`src/include/cam_map.svh`:
```
// Register offsets, field positions, reset values and scaling figures of the monitor block
`ifndef CAM_MAP_SVH
`define CAM_MAP_SVH
`define CAM_OFF_MASK5 8'h21
`define CAM_OFF_IDENT 8'h22
`define CAM_OFF_CTRL1 8'h23
`define CAM_OFF_CTRL2 8'h24
`define CAM_OFF_ICUR_HI 8'h25
`define CAM_OFF_ICUR_LO 8'h26
`define CAM_OFF_VIN_HI 8'h27
`define CAM_OFF_VIN_LO 8'h28
`define CAM_BIT_REGOK_MASK 7
`define CAM_BIT_CONV_MASK 6
`define CAM_BIT_SPARE_MASK 5
`define CAM_BIT_ERRHI_MASK 4
`define CAM_MASK5_WMASK 8'hd0
`define CAM_BIT_ENABLE 7
`define CAM_BIT_ONESHOT 6
`define CAM_BIT_AVERAGE 5
`define CAM_BIT_SEED 4
`define CAM_BIT_SPEED_HI 3
`define CAM_BIT_SPEED_LO 2
`define CAM_BIT_ICUR_OFF 1
`define CAM_BIT_VIN_OFF 0
`define CAM_RST_BYTE 8'h00
`define CAM_RST_WORD 16'h0000
`define CAM_SPEED_15 2'h0
`define CAM_SPEED_14 2'h1
`define CAM_SPEED_13 2'h2
`define CAM_SPEED_11 2'h3
`define CAM_ICUR_SC_OFS_MA 66
`define CAM_ICUR_SC_STEP_UA 997.2
`define CAM_ICUR_BP_OFS_MA 64
`define CAM_ICUR_BP_STEP_UA 1027.9
`define CAM_ICUR_MAX_MA 7000
`define CAM_VIN_OFS_MV 0
`define CAM_VIN_STEP_UV 1002.0
`define CAM_VIN_MAX_MV 16385
`define CAM_SETTLE_NS 200
`define CAM_SETTLE_CYC ((`CAM_SETTLE_NS + 19) / 20)
`endif

```
`src/include/cam_pkg.sv`:
```
// Types shared by the monitor control block
package cam_pkg;
    // Register access request from the management bus engine
    typedef struct packed {
        logic wr;
        logic rd;
        logic [7:0] addr;
        logic [7:0] wdata;
    } cam_req_t;
    // Event flags that can raise the interrupt
    typedef struct packed {
        logic regulator_ok_flag;
        logic converter_running_flag;
        logic input_error_high_flag;
    } cam_flags_t;
    // Conversion controls given to the sequencer
    typedef struct packed {
        logic enable;
        logic one_shot;
        logic averaging_select;
        logic average_seed_select;
        logic [1:0] sample_speed;
        logic input_current_ch_off;
        logic input_voltage_ch_off;
    } cam_ctrl_t;
    // Sequencer states, gray along the usual path
    typedef enum logic [1:0] {
        CAM_IDLE = 2'b00,
        CAM_ICUR = 2'b01,
        CAM_VIN = 2'b11,
        CAM_DONE = 2'b10
    } cam_state_t;
endpackage

```
`src/logic/cam_avg.sv`:
```
// Running-average filter for one converted channel
`timescale 1ns/1ns
module cam_avg #(
    parameter int WIDTH = 16
) (
    input wire logic clk_sys_in,
    input wire logic nrst_in,
    input wire logic clear_in,
    input wire logic load_in,
    input wire logic average_in,
    input wire logic seed_new_in,
    input wire logic first_in,
    input wire logic [WIDTH-1:0] sample_in,
    output logic [WIDTH-1:0] value_out
);
    import cam_pkg::*;
    logic [WIDTH-1:0] value_q; // Held result
    logic [WIDTH-1:0] value_d; // Next result
    logic [WIDTH:0] sum; // Sum of old and new

    // Averaging needs at least two bits
    if (WIDTH < 2) begin : g_width_chk
        $error("cam_avg width too small");
    end

    // Next result: plain sample, seed, or mean of old and new
    always_comb begin
        sum = {1'b0, value_q} + {1'b0, sample_in};
        value_d = value_q;
        if (clear_in) begin
            value_d = '0;
        end else if (load_in) begin
            if (!average_in) begin
                value_d = sample_in;
            end else if (first_in && seed_new_in) begin
                value_d = sample_in;
            end else begin
                value_d = sum[WIDTH:1];
            end
        end
    end

    // Result register
    always_ff @(posedge clk_sys_in or negedge nrst_in) begin
        if (!nrst_in) begin
            value_q <= '0;
        end else begin
            value_q <= value_d;
        end
    end

    assign value_out = value_q;
endmodule

```
`src/logic/cam_seq.sv`:
```
// Conversion sequencer that walks the two input channels
`timescale 1ns/1ns
`include "cam_map.svh"
module cam_seq (
    input wire logic clk_sys_in,
    input wire logic nrst_in,
    input wire cam_pkg::cam_ctrl_t ctrl_in,
    input wire logic start_in,
    output logic icur_take_out,
    output logic vin_take_out,
    output logic pass_done_out,
    output logic running_out
);
    import cam_pkg::*;
    cam_state_t state_q; // Current state
    cam_state_t state_d; // Next state
    logic [7:0] cnt_q; // Settle counter
    logic [7:0] cnt_d;
    localparam logic [7:0] SETTLE = 8'(`CAM_SETTLE_CYC);

    // Settle time scales with resolution: fewer bits finish sooner
    function automatic logic [7:0] settle_for(input logic [1:0] speed);
        unique case (speed)
            `CAM_SPEED_15: settle_for = 8'(SETTLE << 2);
            `CAM_SPEED_14: settle_for = 8'(SETTLE << 1);
            `CAM_SPEED_13: settle_for = SETTLE;
            `CAM_SPEED_11: settle_for = 8'(SETTLE >> 1);
        endcase
    endfunction

    // Next state and counter
    always_comb begin
        state_d = state_q;
        cnt_d = cnt_q;
        if (!ctrl_in.enable) begin
            state_d = CAM_IDLE;
            cnt_d = '0;
        end else begin
            unique case (state_q)
                CAM_IDLE: begin
                    if (start_in) begin
                        state_d = CAM_ICUR;
                        cnt_d = settle_for(ctrl_in.sample_speed);
                    end
                end
                CAM_ICUR: begin
                    if (ctrl_in.input_current_ch_off || cnt_q == 8'h00) begin
                        state_d = CAM_VIN;
                        cnt_d = settle_for(ctrl_in.sample_speed);
                    end else begin
                        cnt_d = cnt_q - 8'h01;
                    end
                end
                CAM_VIN: begin
                    if (ctrl_in.input_voltage_ch_off || cnt_q == 8'h00) begin
                        state_d = CAM_DONE;
                    end else begin
                        cnt_d = cnt_q - 8'h01;
                    end
                end
                CAM_DONE: begin
                    state_d = ctrl_in.one_shot ? CAM_IDLE : CAM_ICUR;
                    cnt_d = settle_for(ctrl_in.sample_speed);
                end
            endcase
        end
    end

    // State registers
    always_ff @(posedge clk_sys_in or negedge nrst_in) begin
        if (!nrst_in) begin
            state_q <= CAM_IDLE;
            cnt_q <= 8'h00;
        end else begin
            state_q <= state_d;
            cnt_q <= cnt_d;
        end
    end

    assign icur_take_out = state_q == CAM_ICUR && cnt_q == 8'h00
        && !ctrl_in.input_current_ch_off && ctrl_in.enable;
    assign vin_take_out = state_q == CAM_VIN && cnt_q == 8'h00
        && !ctrl_in.input_voltage_ch_off && ctrl_in.enable;
    assign pass_done_out = state_q == CAM_DONE;
    assign running_out = state_q != CAM_IDLE;
endmodule

```
`src/logic/cam_top.sv`:
```
// Monitor converter control registers and result holding for the charger
`timescale 1ns/1ns
`include "cam_map.svh"
module cam_top #(
    parameter logic [3:0] REVISION = 4'h1, // Arbitrary value
    parameter logic [3:0] IDENT = 4'h5, // Arbitrary value
    parameter int SAMPLE_W = 16
) (
    input wire logic clk_sys_in,
    input wire logic nrst_in,
    input wire cam_pkg::cam_req_t req_in,
    output logic [7:0] rdata_out,
    input wire logic reg_reset_in,
    input wire logic watchdog_expired_in,
    input wire cam_pkg::cam_flags_t flags_in,
    input wire logic bypass_mode_in,
    input wire logic [SAMPLE_W-1:0] icur_raw_in,
    input wire logic [SAMPLE_W-1:0] vin_raw_in,
    output logic irq_n_out,
    output cam_pkg::cam_ctrl_t ctrl_out,
    output logic [7:0] channel_off_out,
    output logic [3:0] resolution_bits_out,
    output logic converter_running_out
);
    import cam_pkg::*;
    // Host-visible register bytes and captured read data
    logic [7:0] mask_q; // Interrupt mask byte
    logic [7:0] mask_d;
    logic [7:0] ctrl1_q; // First control byte
    logic [7:0] ctrl1_d;
    logic [7:0] ctrl2_q; // Channel disable byte
    logic [7:0] ctrl2_d;
    logic [7:0] rdata_q; // Read data
    logic [7:0] rdata_d;
    // Result words and the current sample in switched-cap scale
    logic [SAMPLE_W-1:0] icur_val; // Current result
    logic [SAMPLE_W-1:0] vin_val; // Voltage result
    logic [SAMPLE_W-1:0] icur_scaled; // Mode-corrected current sample
    // Seed tracking, one flag per channel
    logic icur_first_q; // First average sample pending
    logic vin_first_q;
    logic icur_first_d;
    logic vin_first_d;
    // Strobes and status from the sequencer
    logic icur_take; // Current sample strobe
    logic vin_take; // Voltage sample strobe
    logic pass_done; // Pass finished
    logic running; // Sequencer busy
    // Start pulse and interrupt line
    logic start_q; // Start request
    logic start_d;
    logic irq_n_q; // Registered interrupt, low active
    logic irq_n_d;
    logic [2:0] irq_open; // Unmasked raised flags
    logic ctrl1_wr; // Host writes the first control byte
    // Decoded first control byte
    cam_ctrl_t ctrl;

    // Results are 16-bit registers; the byte lanes below assume it
    // A wider result would need more byte offsets
    if (SAMPLE_W != 16) begin : g_width_chk
        $error("cam_top needs 16-bit results");
    end

    // Offset in counts between the two current modes
    // Only the fixed offset is corrected; the step differs by about three
    // percent between modes and is left to host software
    localparam logic [SAMPLE_W-1:0] MODE_DELTA =
        SAMPLE_W'(`CAM_ICUR_SC_OFS_MA - `CAM_ICUR_BP_OFS_MA);

    // Read-data mux for a register offset
    function automatic logic [7:0] reg_read(input logic [7:0] addr);
        // Result halves are read live: no snapshot ties the two bytes
        // Unmapped offsets read zero so probing is harmless
        // Identification is fixed when the block is built
        unique case (addr)
            `CAM_OFF_MASK5: reg_read = mask_q & `CAM_MASK5_WMASK;
            `CAM_OFF_IDENT: reg_read = {REVISION, IDENT};
            `CAM_OFF_CTRL1: reg_read = ctrl1_q;
            `CAM_OFF_CTRL2: reg_read = ctrl2_q;
            `CAM_OFF_ICUR_HI: reg_read = icur_val[15:8];
            `CAM_OFF_ICUR_LO: reg_read = icur_val[7:0];
            `CAM_OFF_VIN_HI: reg_read = vin_val[15:8];
            `CAM_OFF_VIN_LO: reg_read = vin_val[7:0];
            default: reg_read = 8'h00;
        endcase
    endfunction

    // Map speed code to result bit count
    function automatic logic [3:0] res_bits(input logic [1:0] speed);
        // Reported width only; every two-bit code is legal
        // Settle time follows the same code in the sequencer
        unique case (speed)
            `CAM_SPEED_15: res_bits = 4'hf;
            `CAM_SPEED_14: res_bits = 4'he;
            `CAM_SPEED_13: res_bits = 4'hd;
            `CAM_SPEED_11: res_bits = 4'hb;
        endcase
    endfunction

    // Control fields unpacked from the first control byte
    // Struct order matches the byte, enable in the top bit
    always_comb begin
        ctrl.enable = ctrl1_q[`CAM_BIT_ENABLE];
        ctrl.one_shot = ctrl1_q[`CAM_BIT_ONESHOT];
        ctrl.averaging_select = ctrl1_q[`CAM_BIT_AVERAGE];
        ctrl.average_seed_select = ctrl1_q[`CAM_BIT_SEED];
        ctrl.sample_speed = ctrl1_q[`CAM_BIT_SPEED_HI:`CAM_BIT_SPEED_LO];
        ctrl.input_current_ch_off = ctrl1_q[`CAM_BIT_ICUR_OFF];
        ctrl.input_voltage_ch_off = ctrl1_q[`CAM_BIT_VIN_OFF];
    end

    // Register writes, clears and read data
    always_comb begin
        // Defaults: hold every byte, no start
        mask_d = mask_q;
        ctrl1_d = ctrl1_q;
        ctrl2_d = ctrl2_q;
        rdata_d = rdata_q;
        start_d = 1'b0;
        // Register-reset command wins over a write in the same cycle
        if (reg_reset_in) begin
            mask_d = `CAM_RST_BYTE;
            ctrl1_d = `CAM_RST_BYTE;
            ctrl2_d = `CAM_RST_BYTE;
        end else begin
            // Host write, decoded by offset
            if (req_in.wr) begin
                unique case (req_in.addr)
                    `CAM_OFF_MASK5: begin
                        // Reserved mask bits never store
                        mask_d = req_in.wdata & `CAM_MASK5_WMASK;
                    end
                    `CAM_OFF_CTRL1: begin
                        ctrl1_d = req_in.wdata;
                        // Setting enable starts a pass on the next cycle
                        start_d = req_in.wdata[`CAM_BIT_ENABLE];
                    end
                    `CAM_OFF_CTRL2: begin
                        // Stored only; those channels live elsewhere
                        ctrl2_d = req_in.wdata;
                    end
                    default: begin
                        // Read-only or unmapped: write ignored
                    end
                endcase
            end
            // Watchdog expiry drops enable only; other fields keep
            if (watchdog_expired_in) begin
                ctrl1_d[`CAM_BIT_ENABLE] = 1'b0;
                start_d = 1'b0;
            end
            // One-shot pass over: enable drops itself, unless a host write of the first control byte
            // lands in the same cycle, which must not lose its start
            if (pass_done && ctrl.one_shot && !ctrl1_wr) begin
                ctrl1_d[`CAM_BIT_ENABLE] = 1'b0;
            end
        end
        // Read data captured at the request edge, held until the next read
        if (req_in.rd) begin
            rdata_d = reg_read(req_in.addr);
        end
    end

    // Seed tracking for averaging
    always_comb begin
        icur_first_d = icur_first_q;
        vin_first_d = vin_first_q;
        // A new start or a register reset re-arms seeding
        if (start_q || reg_reset_in) begin
            icur_first_d = 1'b1;
            vin_first_d = 1'b1;
        end
        // The first taken sample of each channel consumes its seed
        if (icur_take) begin
            icur_first_d = 1'b0;
        end
        if (vin_take) begin
            vin_first_d = 1'b0;
        end
    end

    // Bypass mode has lower offset in counts; re-express in switched-cap scale
    // Correction comes before averaging, so both modes average alike
    // Codes within two counts of full scale wrap; readings stay far below
    always_comb begin
        if (bypass_mode_in) begin
            icur_scaled = icur_raw_in + MODE_DELTA;
        end else begin
            icur_scaled = icur_raw_in;
        end
    end

    // Interrupt: unmasked flags pull the line low
    // Registered so the pin does not glitch while mask bits change
    // Level, not sticky: the line rises one clock after the flags drop
    always_comb begin
        // Regulator-good term
        irq_open[2] = flags_in.regulator_ok_flag && !mask_q[`CAM_BIT_REGOK_MASK];
        // Converter-running term
        irq_open[1] = flags_in.converter_running_flag && !mask_q[`CAM_BIT_CONV_MASK];
        // Input-error-high term
        irq_open[0] = flags_in.input_error_high_flag && !mask_q[`CAM_BIT_ERRHI_MASK];
        // Any open term pulls the line low
        irq_n_d = !(|irq_open);
    end

    // Register file storage
    // Reset values equal those of the register-reset command
    // Seed flags start armed, so the first sample after reset seeds
    // Read data resets to zero, as an unmapped read
    always_ff @(posedge clk_sys_in or negedge nrst_in) begin
        if (!nrst_in) begin
            mask_q <= `CAM_RST_BYTE;
            ctrl1_q <= `CAM_RST_BYTE;
            ctrl2_q <= `CAM_RST_BYTE;
            rdata_q <= `CAM_RST_BYTE;
            start_q <= 1'b0;
            icur_first_q <= 1'b1;
            vin_first_q <= 1'b1;
            irq_n_q <= 1'b1;
        end else begin
            mask_q <= mask_d;
            ctrl1_q <= ctrl1_d;
            ctrl2_q <= ctrl2_d;
            rdata_q <= rdata_d;
            start_q <= start_d;
            icur_first_q <= icur_first_d;
            vin_first_q <= vin_first_d;
            irq_n_q <= irq_n_d;
        end
    end

    // Conversion sequencer
    // Reads the decoded controls live; each strobe lasts one cycle
    cam_seq u_seq (
        .clk_sys_in(clk_sys_in),
        .nrst_in(nrst_in),
        .ctrl_in(ctrl),
        .start_in(start_q),
        .icur_take_out(icur_take),
        .vin_take_out(vin_take),
        .pass_done_out(pass_done),
        .running_out(running)
    );

    // Current result holder
    // Register reset clears the held value at the same edge
    cam_avg #(.WIDTH(SAMPLE_W)) u_icur (
        .clk_sys_in(clk_sys_in),
        .nrst_in(nrst_in),
        .clear_in(reg_reset_in),
        .load_in(icur_take),
        .average_in(ctrl.averaging_select),
        .seed_new_in(ctrl.average_seed_select),
        .first_in(icur_first_q),
        .sample_in(icur_scaled),
        .value_out(icur_val)
    );

    // Voltage result holder
    // Raw voltage needs no mode correction
    cam_avg #(.WIDTH(SAMPLE_W)) u_vin (
        .clk_sys_in(clk_sys_in),
        .nrst_in(nrst_in),
        .clear_in(reg_reset_in),
        .load_in(vin_take),
        .average_in(ctrl.averaging_select),
        .seed_new_in(ctrl.average_seed_select),
        .first_in(vin_first_q),
        .sample_in(vin_raw_in),
        .value_out(vin_val)
    );

    // Same-cycle host write of the first control byte
    assign ctrl1_wr = req_in.wr && req_in.addr == `CAM_OFF_CTRL1;
    // Outputs come from registers or a decode of them
    assign rdata_out = rdata_q;
    assign irq_n_out = irq_n_q;
    assign ctrl_out = ctrl;
    assign channel_off_out = ctrl2_q;
    assign resolution_bits_out = res_bits(ctrl.sample_speed);
    assign converter_running_out = running;
endmodule

```
`config.mk`:
```
export PLATFORM = sky130hd
export DESIGN_NAME = cam_top
export DESIGN_NICKNAME = d
export VERILOG_FILES = /design/src/include/cam_pkg.sv /design/src/logic/cam_avg.sv /design/src/logic/cam_seq.sv /design/src/logic/cam_top.sv
export VERILOG_INCLUDE_DIRS = /design/src /design/src/include
export SDC_FILE = /design/constraint.sdc
export NUM_CORES = 1
export LEC_CHECK = 0
export ABC_AREA = 0
export BUFFER_PORTS_ARGS = -buffer_cell sky130_fd_sc_hd__clkbuf_2
export CORE_MARGIN = 2
export CORE_UTILIZATION = 45
export CTS_BUF_LIST = sky130_fd_sc_hd__clkbuf_4 sky130_fd_sc_hd__clkbuf_8
export DETAILED_ROUTE_END_ITERATION = 12
export GPL_ROUTABILITY_DRIVEN = 0
export MAX_ROUTING_LAYER = met4
export PLACE_DENSITY = 0.71
export SLEW_MARGIN = 20
export SYNTH_ARGS = -nofsm -noshare
export SYNTH_HDL_FRONTEND = slang
export SYNTH_SLANG_ARGS = --single-unit
```
`constraint.sdc`:
```
create_clock -name clk_sys_in -period 2.8 [get_ports clk_sys_in]
set_clock_uncertainty 0.1 [all_clocks]
set_input_delay 0.56 -clock clk_sys_in [delete_from_list [all_inputs] [get_ports clk_sys_in]]
set_output_delay 0.56 -clock clk_sys_in [all_outputs]
set_load 0.01 [all_outputs]
```
[After elaboration in Yosys (flattened, before gate mapping)]
Index checks and enable logic that the tools add are counted.
Storage, ports and cells
  output and inout bits: 30
  input port bits: 58
  logic and storage cells: 121
  bits in registers: 78
Operators by class
  reductions and logical operators: 45
  add/sub/neg operators: 4
  eq/ne operators: 18
  mux-type cells: 41
Operators with widths (count)
  $mux W16: 9
  $mux W8: 13
  $eq A8 B6 Y1 const B: 8
  $pmux W8 S4: 2
  $pmux W8 S8: 1
  $add A16 B16 Y17: 2
  $reduce_bool A2 Y1: 9
  $add A16 B2 Y16 const B: 1
  $pmux W4 S4: 1
  $logic_and A1 B1 Y1: 14
  $mux W1: 10
  $reduce_and A2 Y1: 5
  $eq A2 B2 Y1 const B: 4
  $logic_not A8 Y1: 1
  $mux W2: 4
  $pmux W2 S4: 1
  $reduce_bool A4 Y1: 2
  $sub A8 B1 Y8 const B: 1
  $logic_not A1 Y1: 7
  $ne A3 B2 Y1 const B: 2
  $ne A3 B3 Y1 const B: 2
  $eq A2 B1 Y1 const B: 2
  $logic_not A2 Y1: 2
  $logic_or A1 B1 Y1: 3
  other kinds (2): 2

[Logic depth before layout (Yosys ltp)]
  depth in word-level cells: 7
  mapped depth: 12

[By module]
Synthesis repeated with hierarchy kept, for this count alone.
Unflattened totals
  cells, all modules: 676
  area total of the unflattened synthesis: 5925.7 um2
Modules (own cells, without submodules)
  cam_avg: cells each 187, seq. area each 400.4 um2, times used 2, area each 1490.2 um2
  cam_top: cells each 221, seq. area each 779.5 um2, times used 1, area each 2120.8 um2
  cam_seq: cells each 81, seq. area each 250.2 um2, times used 1, area each 824.5 um2

[Worst setup path before layout]
OpenSTA, ideal clock, no wires.
  path type: input-to-reg
  from: in icur_raw_in[1]
  to: reg u_icur.value_q[13] (netlist: u_icur.value_out[13])
  library setup time: 0.126 ns
  cell stages on the path: 12
  arrival time: 2.613 ns
  path slack: -0.039 ns
  path buffers: 0
  cells stage by stage: ha_1 nand4_1 nor2_1 nand3_1 xnor2_1 ha_1 nand2_1 o21ai_0 a41oi_1 o311ai_1 mux2i_1 a221o_1
Between the ends
  longest elaborated chain between the ends: 7
RTL lines
  start: declaration: RTL line cam_top.sv:17  | input wire logic [SAMPLE_W-1:0] icur_raw_in,
  $add A16 B2 Y16: RTL line cam_top.sv:188  | icur_scaled = icur_raw_in + MODE_DELTA;
  $mux W16 (*): RTL line cam_top.sv:187  | if (bypass_mode_in) begin
  $add A16 B16 Y17: RTL line cam_avg.sv:28  | sum = {1'b0, value_q} + {1'b0, sample_in};
  $mux W16: RTL line cam_avg.sv:35  | end else if (first_in && seed_new_in) begin
  $mux W16 (*): RTL line cam_avg.sv:33  | if (!average_in) begin
  $mux W16 (*): RTL line cam_avg.sv:32  | end else if (load_in) begin
  $mux W16 (*): RTL line cam_avg.sv:30  | if (clear_in) begin
  end signal: assignment: RTL line cam_avg.sv:48  | value_q <= value_d;
  end: declaration: RTL line cam_avg.sv:17  | logic [WIDTH-1:0] value_q;
Every way passes the cells marked *; elsewhere a longest branch is shown, timed or not. The select of a mux whose other input is x is not followed.
A chain may end at the register's enable or synchronous reset.

[Worst setup path after layout]
  from: in icur_raw_in[1]
  to: reg u_icur.value_q[14] (netlist: u_icur.value_out[14])
The elaborated chain is that of the path after synthesis.

==> results.md <==
- The flow ran to the end, and the final reports show no timing, DRC or antenna violations.
- The critical path's slowest cell is ha_1.
- The area growth from synthesis to layout is 22.4%.
- The worst pin sits at a relative slew slack of 0.556.
- The detailed router finished its first iteration with 656 violations.
- The capturing element type of the critical path is a flip-flop.
- The final global-route overflow total is 0.
- Each instance of the synthesized netlist takes up on average 8.40 sq um.
- The largest incremental delay on the critical path is between 300 and 400 ps.
- The maximum net fanout on the critical path is 5.
- The family with the most delay on the worst path is compound AO/OA/AOI/OAI gates.
- The transition time at the pin with the least slew margin is 657 ps.
- The xor/xnor cell area share of the yosys netlist is 0.0463.
- In the finished design, the share of the clock period the worst path needs comes to 0.965.
- Of the total power, the clock network draws 0.374.
- The share of synthesized area spent on multiplexers is 0.0393.
- The critical path goes through clkbuf_2, nand4_1, nor2_2, nand2_1, xnor2_1, ha_1, and4_4, o2bb2ai_2, a31oi_4, o211ai_1, o31ai_2, o41ai_1.
- The number of global-route vias before repair came to 5456.
- The clock passes through at most 2 buffers.
- For this block, wires on met1 add up to 7240 um.
- Of the total power, registers draw 0.484.
- The Yosys step of the flow raised 0 warnings.
- The count of state elements after synthesis is 73.
- For the final routed database, the setup TNS stands at 0 ps.
- The master cell of the clock root buffer is clkbuf_8.
- The clock latency on the worst-skew pair is 360 ps.
- The analysis attributes to cell leakage a power of about 0.0032 uW.
- The routed design uses slightly below 8000 um of met2 wire.
- The element type at the critical path start is a primary input.
- Counting flops with a built-in enable in the synthesized netlist gives 0.
- Of the total power, combinational logic draws 0.142.
- The minimum period implied by the final worst setup slack is 2700 ps.
- The number of placed instances, taps included, is 960.
- At the worst endpoint, the required time is 2960 ps.
- Synthesis produced 675 cells.
- In this run the remaining antenna-violating nets after routing total 0.
- Measured on the finished design, the core utilization comes to 0.557.
- The number of endpoints with negative hold slack in the final report is 0.
- Across all layers, the routed design uses 5868 vias.
- The overall track demand over capacity in global routing is 0.261.
- The number of antenna diodes is 0.
- For this run, the post-layout net count is 898.
- Based on the critical path, the design can be clocked at up to between 0.3 and 0.4 GHz.
- The total of max-cap violations is 0.
- In this run the count of I/O pins placed on the die edge is 88.
- Setup repair after global routing could not meet its margin everywhere.
- The number of failing setup endpoints in the final timing report is 0.
- The die covers between 0.01 and 0.015 sq mm.
- From bottom edge to top edge, the die measures between 100 and 150 um.
- After synthesis, the largest family of logic cells by area is compound AO/OA/AOI/OAI gates.
- For this design, the sink count on the clock tree is 73.
- The number of rows in the core area is 41.
- The classification of the worst-slack hold path is in2async.
- For this run, the register share of the synthesized area comes to 0.323.
- The sum of met3 wire segment lengths after detailed routing is 1090 um.
- The cell area after synthesis is 0.00567 sq mm.
- Entering global routing, the biggest net connects 39 pins.
- TritonCTS built the clock tree.
- The width of the die is 116 um.
- The number of antenna violations at the first check in global routing was 0.
- The post-detailed-routing wire length is approximately 17000 um.
- The cell-internal power is 1560 uW.
- In this run the power spent charging and discharging nets is roughly 620 uW.
- The layout cell share with drive strength beyond 1 is 0.255.
- The number of detailed-route iterations in the first pass is 5.
- The most critical setup path has its startpoint at icur_raw_in[1].
- Final hold analysis gives a worst-case slack of 127 ps.
- Counting every net in the synthesized netlist gives 770.
- The number of pins exceeding their max-slew limit in the final report is 0.
- The core region area is between 0.01 and 0.015 sq mm.
- The initial utilization of the core area, before any placement, comes to 0.455.
- The finished layout holds 980 standard cells, fillers aside.
- The register clock-pin slew on the reported worst setup and hold paths is roughly 80 ps.
- Of all flip-flops after synthesis, the portion carrying an async set or reset was 1.00.
- The number of buffers created by CTS is 9.
- The H-tree level count is 3.
- The post-detailed-route via-to-cell ratio is 5.99.
- The count of hold-fix buffers inserted at cts is 0.
- The compound-cell area share of the yosys netlist came to 0.255.
- The wire length of the first global-routing pass is 26700 um.
- The final routed wire length divided by cell count is 17.1 um.
- The synthesized design spends more area on one cell type than any other, namely dfrtp_1.
- Of the total synthesized cell area, the portion taken by full adders, half adders and majority gates is 0.0843.
- During placement, the flow inserted port buffers numbering 86.
- The number of design rule violations left after detail routing is 0.
- The area share of the largest cell type after synthesis is 0.309.
- The highest metal layer used by the detailed router is met4.
- STA puts the critical path data arrival time at 2860 ps.
- Of the total power, the share spent switching nets is 0.284.
- The most used flip-flop cell after synthesis is dfrtp_1.
- The number of different library cells used by synthesis comes to 72.
- In the post-synthesis netlist, the biggest area contributors are dfrtp_1 (31%), ha_1 (7.7%), a21oi_1 (4.9%), o21ai_0 (4.9%), nand2_1 (4.8%).
- The power per cell area is 314 mW/mm^2.
- The count of buffering cells on the critical path with inverters included is 1.
- The critical path start-end classification is in2reg.
- The startpoint of the lowest-slack register-to-register path is u_vin.value_out[0]$_DFFE_PN0P_.
- The simple-gate area share of the yosys netlist is 0.207.
- Summed over all nets, the half-perimeter wirelength after detailed placement is 12700 um.
- VDD sags by at most 0.167 mV.
==> worst reg2reg max path, stage by stage, from the launching register on <==
cell,delay (ps)
dfrtp_1,450
and2_1,180
fa_1,430
a211oi_1,310
o21ai_0,190
buf_4,170
a21oi_1,200
o21ai_0,130
xor2_1,150
o2bb2ai_1,130
==> worst paths after layout <==
check / to / slack (ps) / cells past startpoint
worst max-delay path: u_icur.value_out[14]$_DFFE_PN0P_ / 100 / 12
worst min-delay path: ctrl_out[3]$_DFFE_PN0P_ / 130 / 1
worst max register to register: u_vin.value_out[9]$_DFFE_PN0P_ / 230 / 9
worst min register to register: u_seq.cnt_q[7]$_DFFE_PN0P_ / 420 / 1
max in group asynchronous: vin_first_q$_DFFE_PN1P_ / 1700 / 2
min in group clk_sys_in: irq_n_out$_DFF_PN1_ / 230 / 2
==> final cells by class <==
class | instances | area, sq um
Clock inverter | 5 | 38.8
Inverter | 29 | 109
Fill cell | 1141 | 5530
Timing Repair Buffer | 144 | 878
Clock buffer | 11 | 151
Tap cell | 172 | 215
Sequential cell | 73 | 1830
Multi-Input combinational cell | 546 | 3710
==> per-layer routing <==
layer | track usage | vias up
met3 | 0.0410 | 46
met4 | 0.102 | 0
met1 | 0.333 | 2814
met5 | - | -
met2 | 0.418 | 243
li1 | - | 2765
==> cells by family (layout without fill, tap and decap cells) <==
group                      after synthesis  count (layout)
and+or+nand+nor                        235             235
AOI/OAI and AO/OA                      224             224
DFF                                     73              73
buffers and inverters                   56             189
adders and majority gates               37              37
xor gates and xnor gates                30              30
muxes                                   19              19
other                                    1               1
==> power groups by stage <==
| stage | registers [uW] | logic (uW) | clock network, uW |
|---|---|---|---|
| 3_3_place_gp | 1080 | 285 | 0 |
| 4_1_cts | 1060 | 297 | 831 |
| 6_report | 1060 | 309 | 815 |
| 2_1_floorplan | 1080 | 140 | 0 |
| 3_5_place_dp | 1080 | 294 | 0 |
| 5_1_grt | 1060 | 342 | 865 |
==> repair_timing <==
action | 4_1_cts | 5_1_grt
setup endpoints to repair | 3 | 8
endpoints found under the hold margin | 0 | 0
pin swaps | 0 | 9
setup buffers | 0 | 4
gates resized for setup | 2 | 21
==> layout by cell type, fill, tap and decap left out, types with 8 or more instances in the layout <==
master | netlist | final
clkbuf_2 | 1 | 85
nand2_1 | 72 | 72
dfrtp_1 | 70 | 70
buf_4 | 6 | 57
a21oi_1 | 56 | 54
o21ai_0 | 56 | 53
nor2_1 | 56 | 52
ha_1 | 35 | 34
nand3_1 | 32 | 31
inv_1 | 29 | 29
xnor2_1 | 20 | 18
nor3_1 | 17 | 16
a211oi_1 | 14 | 14
and3_1 | 14 | 14
a22oi_1 | 12 | 11
mux2i_1 | 11 | 11
clkbuf_8 | 0 | 11
xor2_1 | 10 | 9
o22ai_1 | 9 | 9
a31oi_1 | 10 | 9
a22o_1 | 8 | 8
o211ai_1 | 8 | 8
==> flip-flops by register name (all words and copies together) (netlist names) <==
register,cells
channel_off_out,8
ctrl_out,8
icur_first_q,1
irq_n_out,1
mask_q,3
rdata_out,8
start_q,1
u_icur.value_out,16
u_seq.cnt_q,8
u_seq.state_q,2
u_vin.value_out,16
vin_first_q,1
==> cell usage after synthesis (all sizes together) (4+ instances only) <==
| cell type | n |
|---|---|
| a211oi | 15 |
| a21o | 4 |
| a21oi | 56 |
| a221oi | 6 |
| a22o | 8 |
| a22oi | 12 |
| a311oi | 4 |
| a31oi | 10 |
| and2 | 7 |
| and3 | 14 |
| buf | 12 |
| clkbuf | 15 |
| dfrtp | 70 |
| ha | 35 |
| inv | 29 |
| mux2 | 6 |
| mux2i | 11 |
| nand2 | 74 |
| nand2b | 6 |
| nand3 | 33 |
| nand4 | 5 |
| nor2 | 56 |
| nor2b | 5 |
| nor3 | 17 |
| nor4 | 4 |
| o211ai | 8 |
| o21a | 4 |
| o21ai | 56 |
| o22ai | 9 |
| o2bb2ai | 4 |
| o31ai | 5 |
| xnor2 | 20 |
| xor2 | 10 |
==> metrics by stage <==
stage          total power [uW]  setup slack (ps)  cell area (sq um)
2_1_floorplan              1220              14.3               5690
3_3_place_gp               1360              -271               6620
3_5_place_dp               1370              -390               6620
4_1_cts                    2180              4.17               6820
5_1_grt                    2260             -58.6               6940
6_report                   2180              98.9               6940
Note: power is estimated with default switching activity, not from simulation.
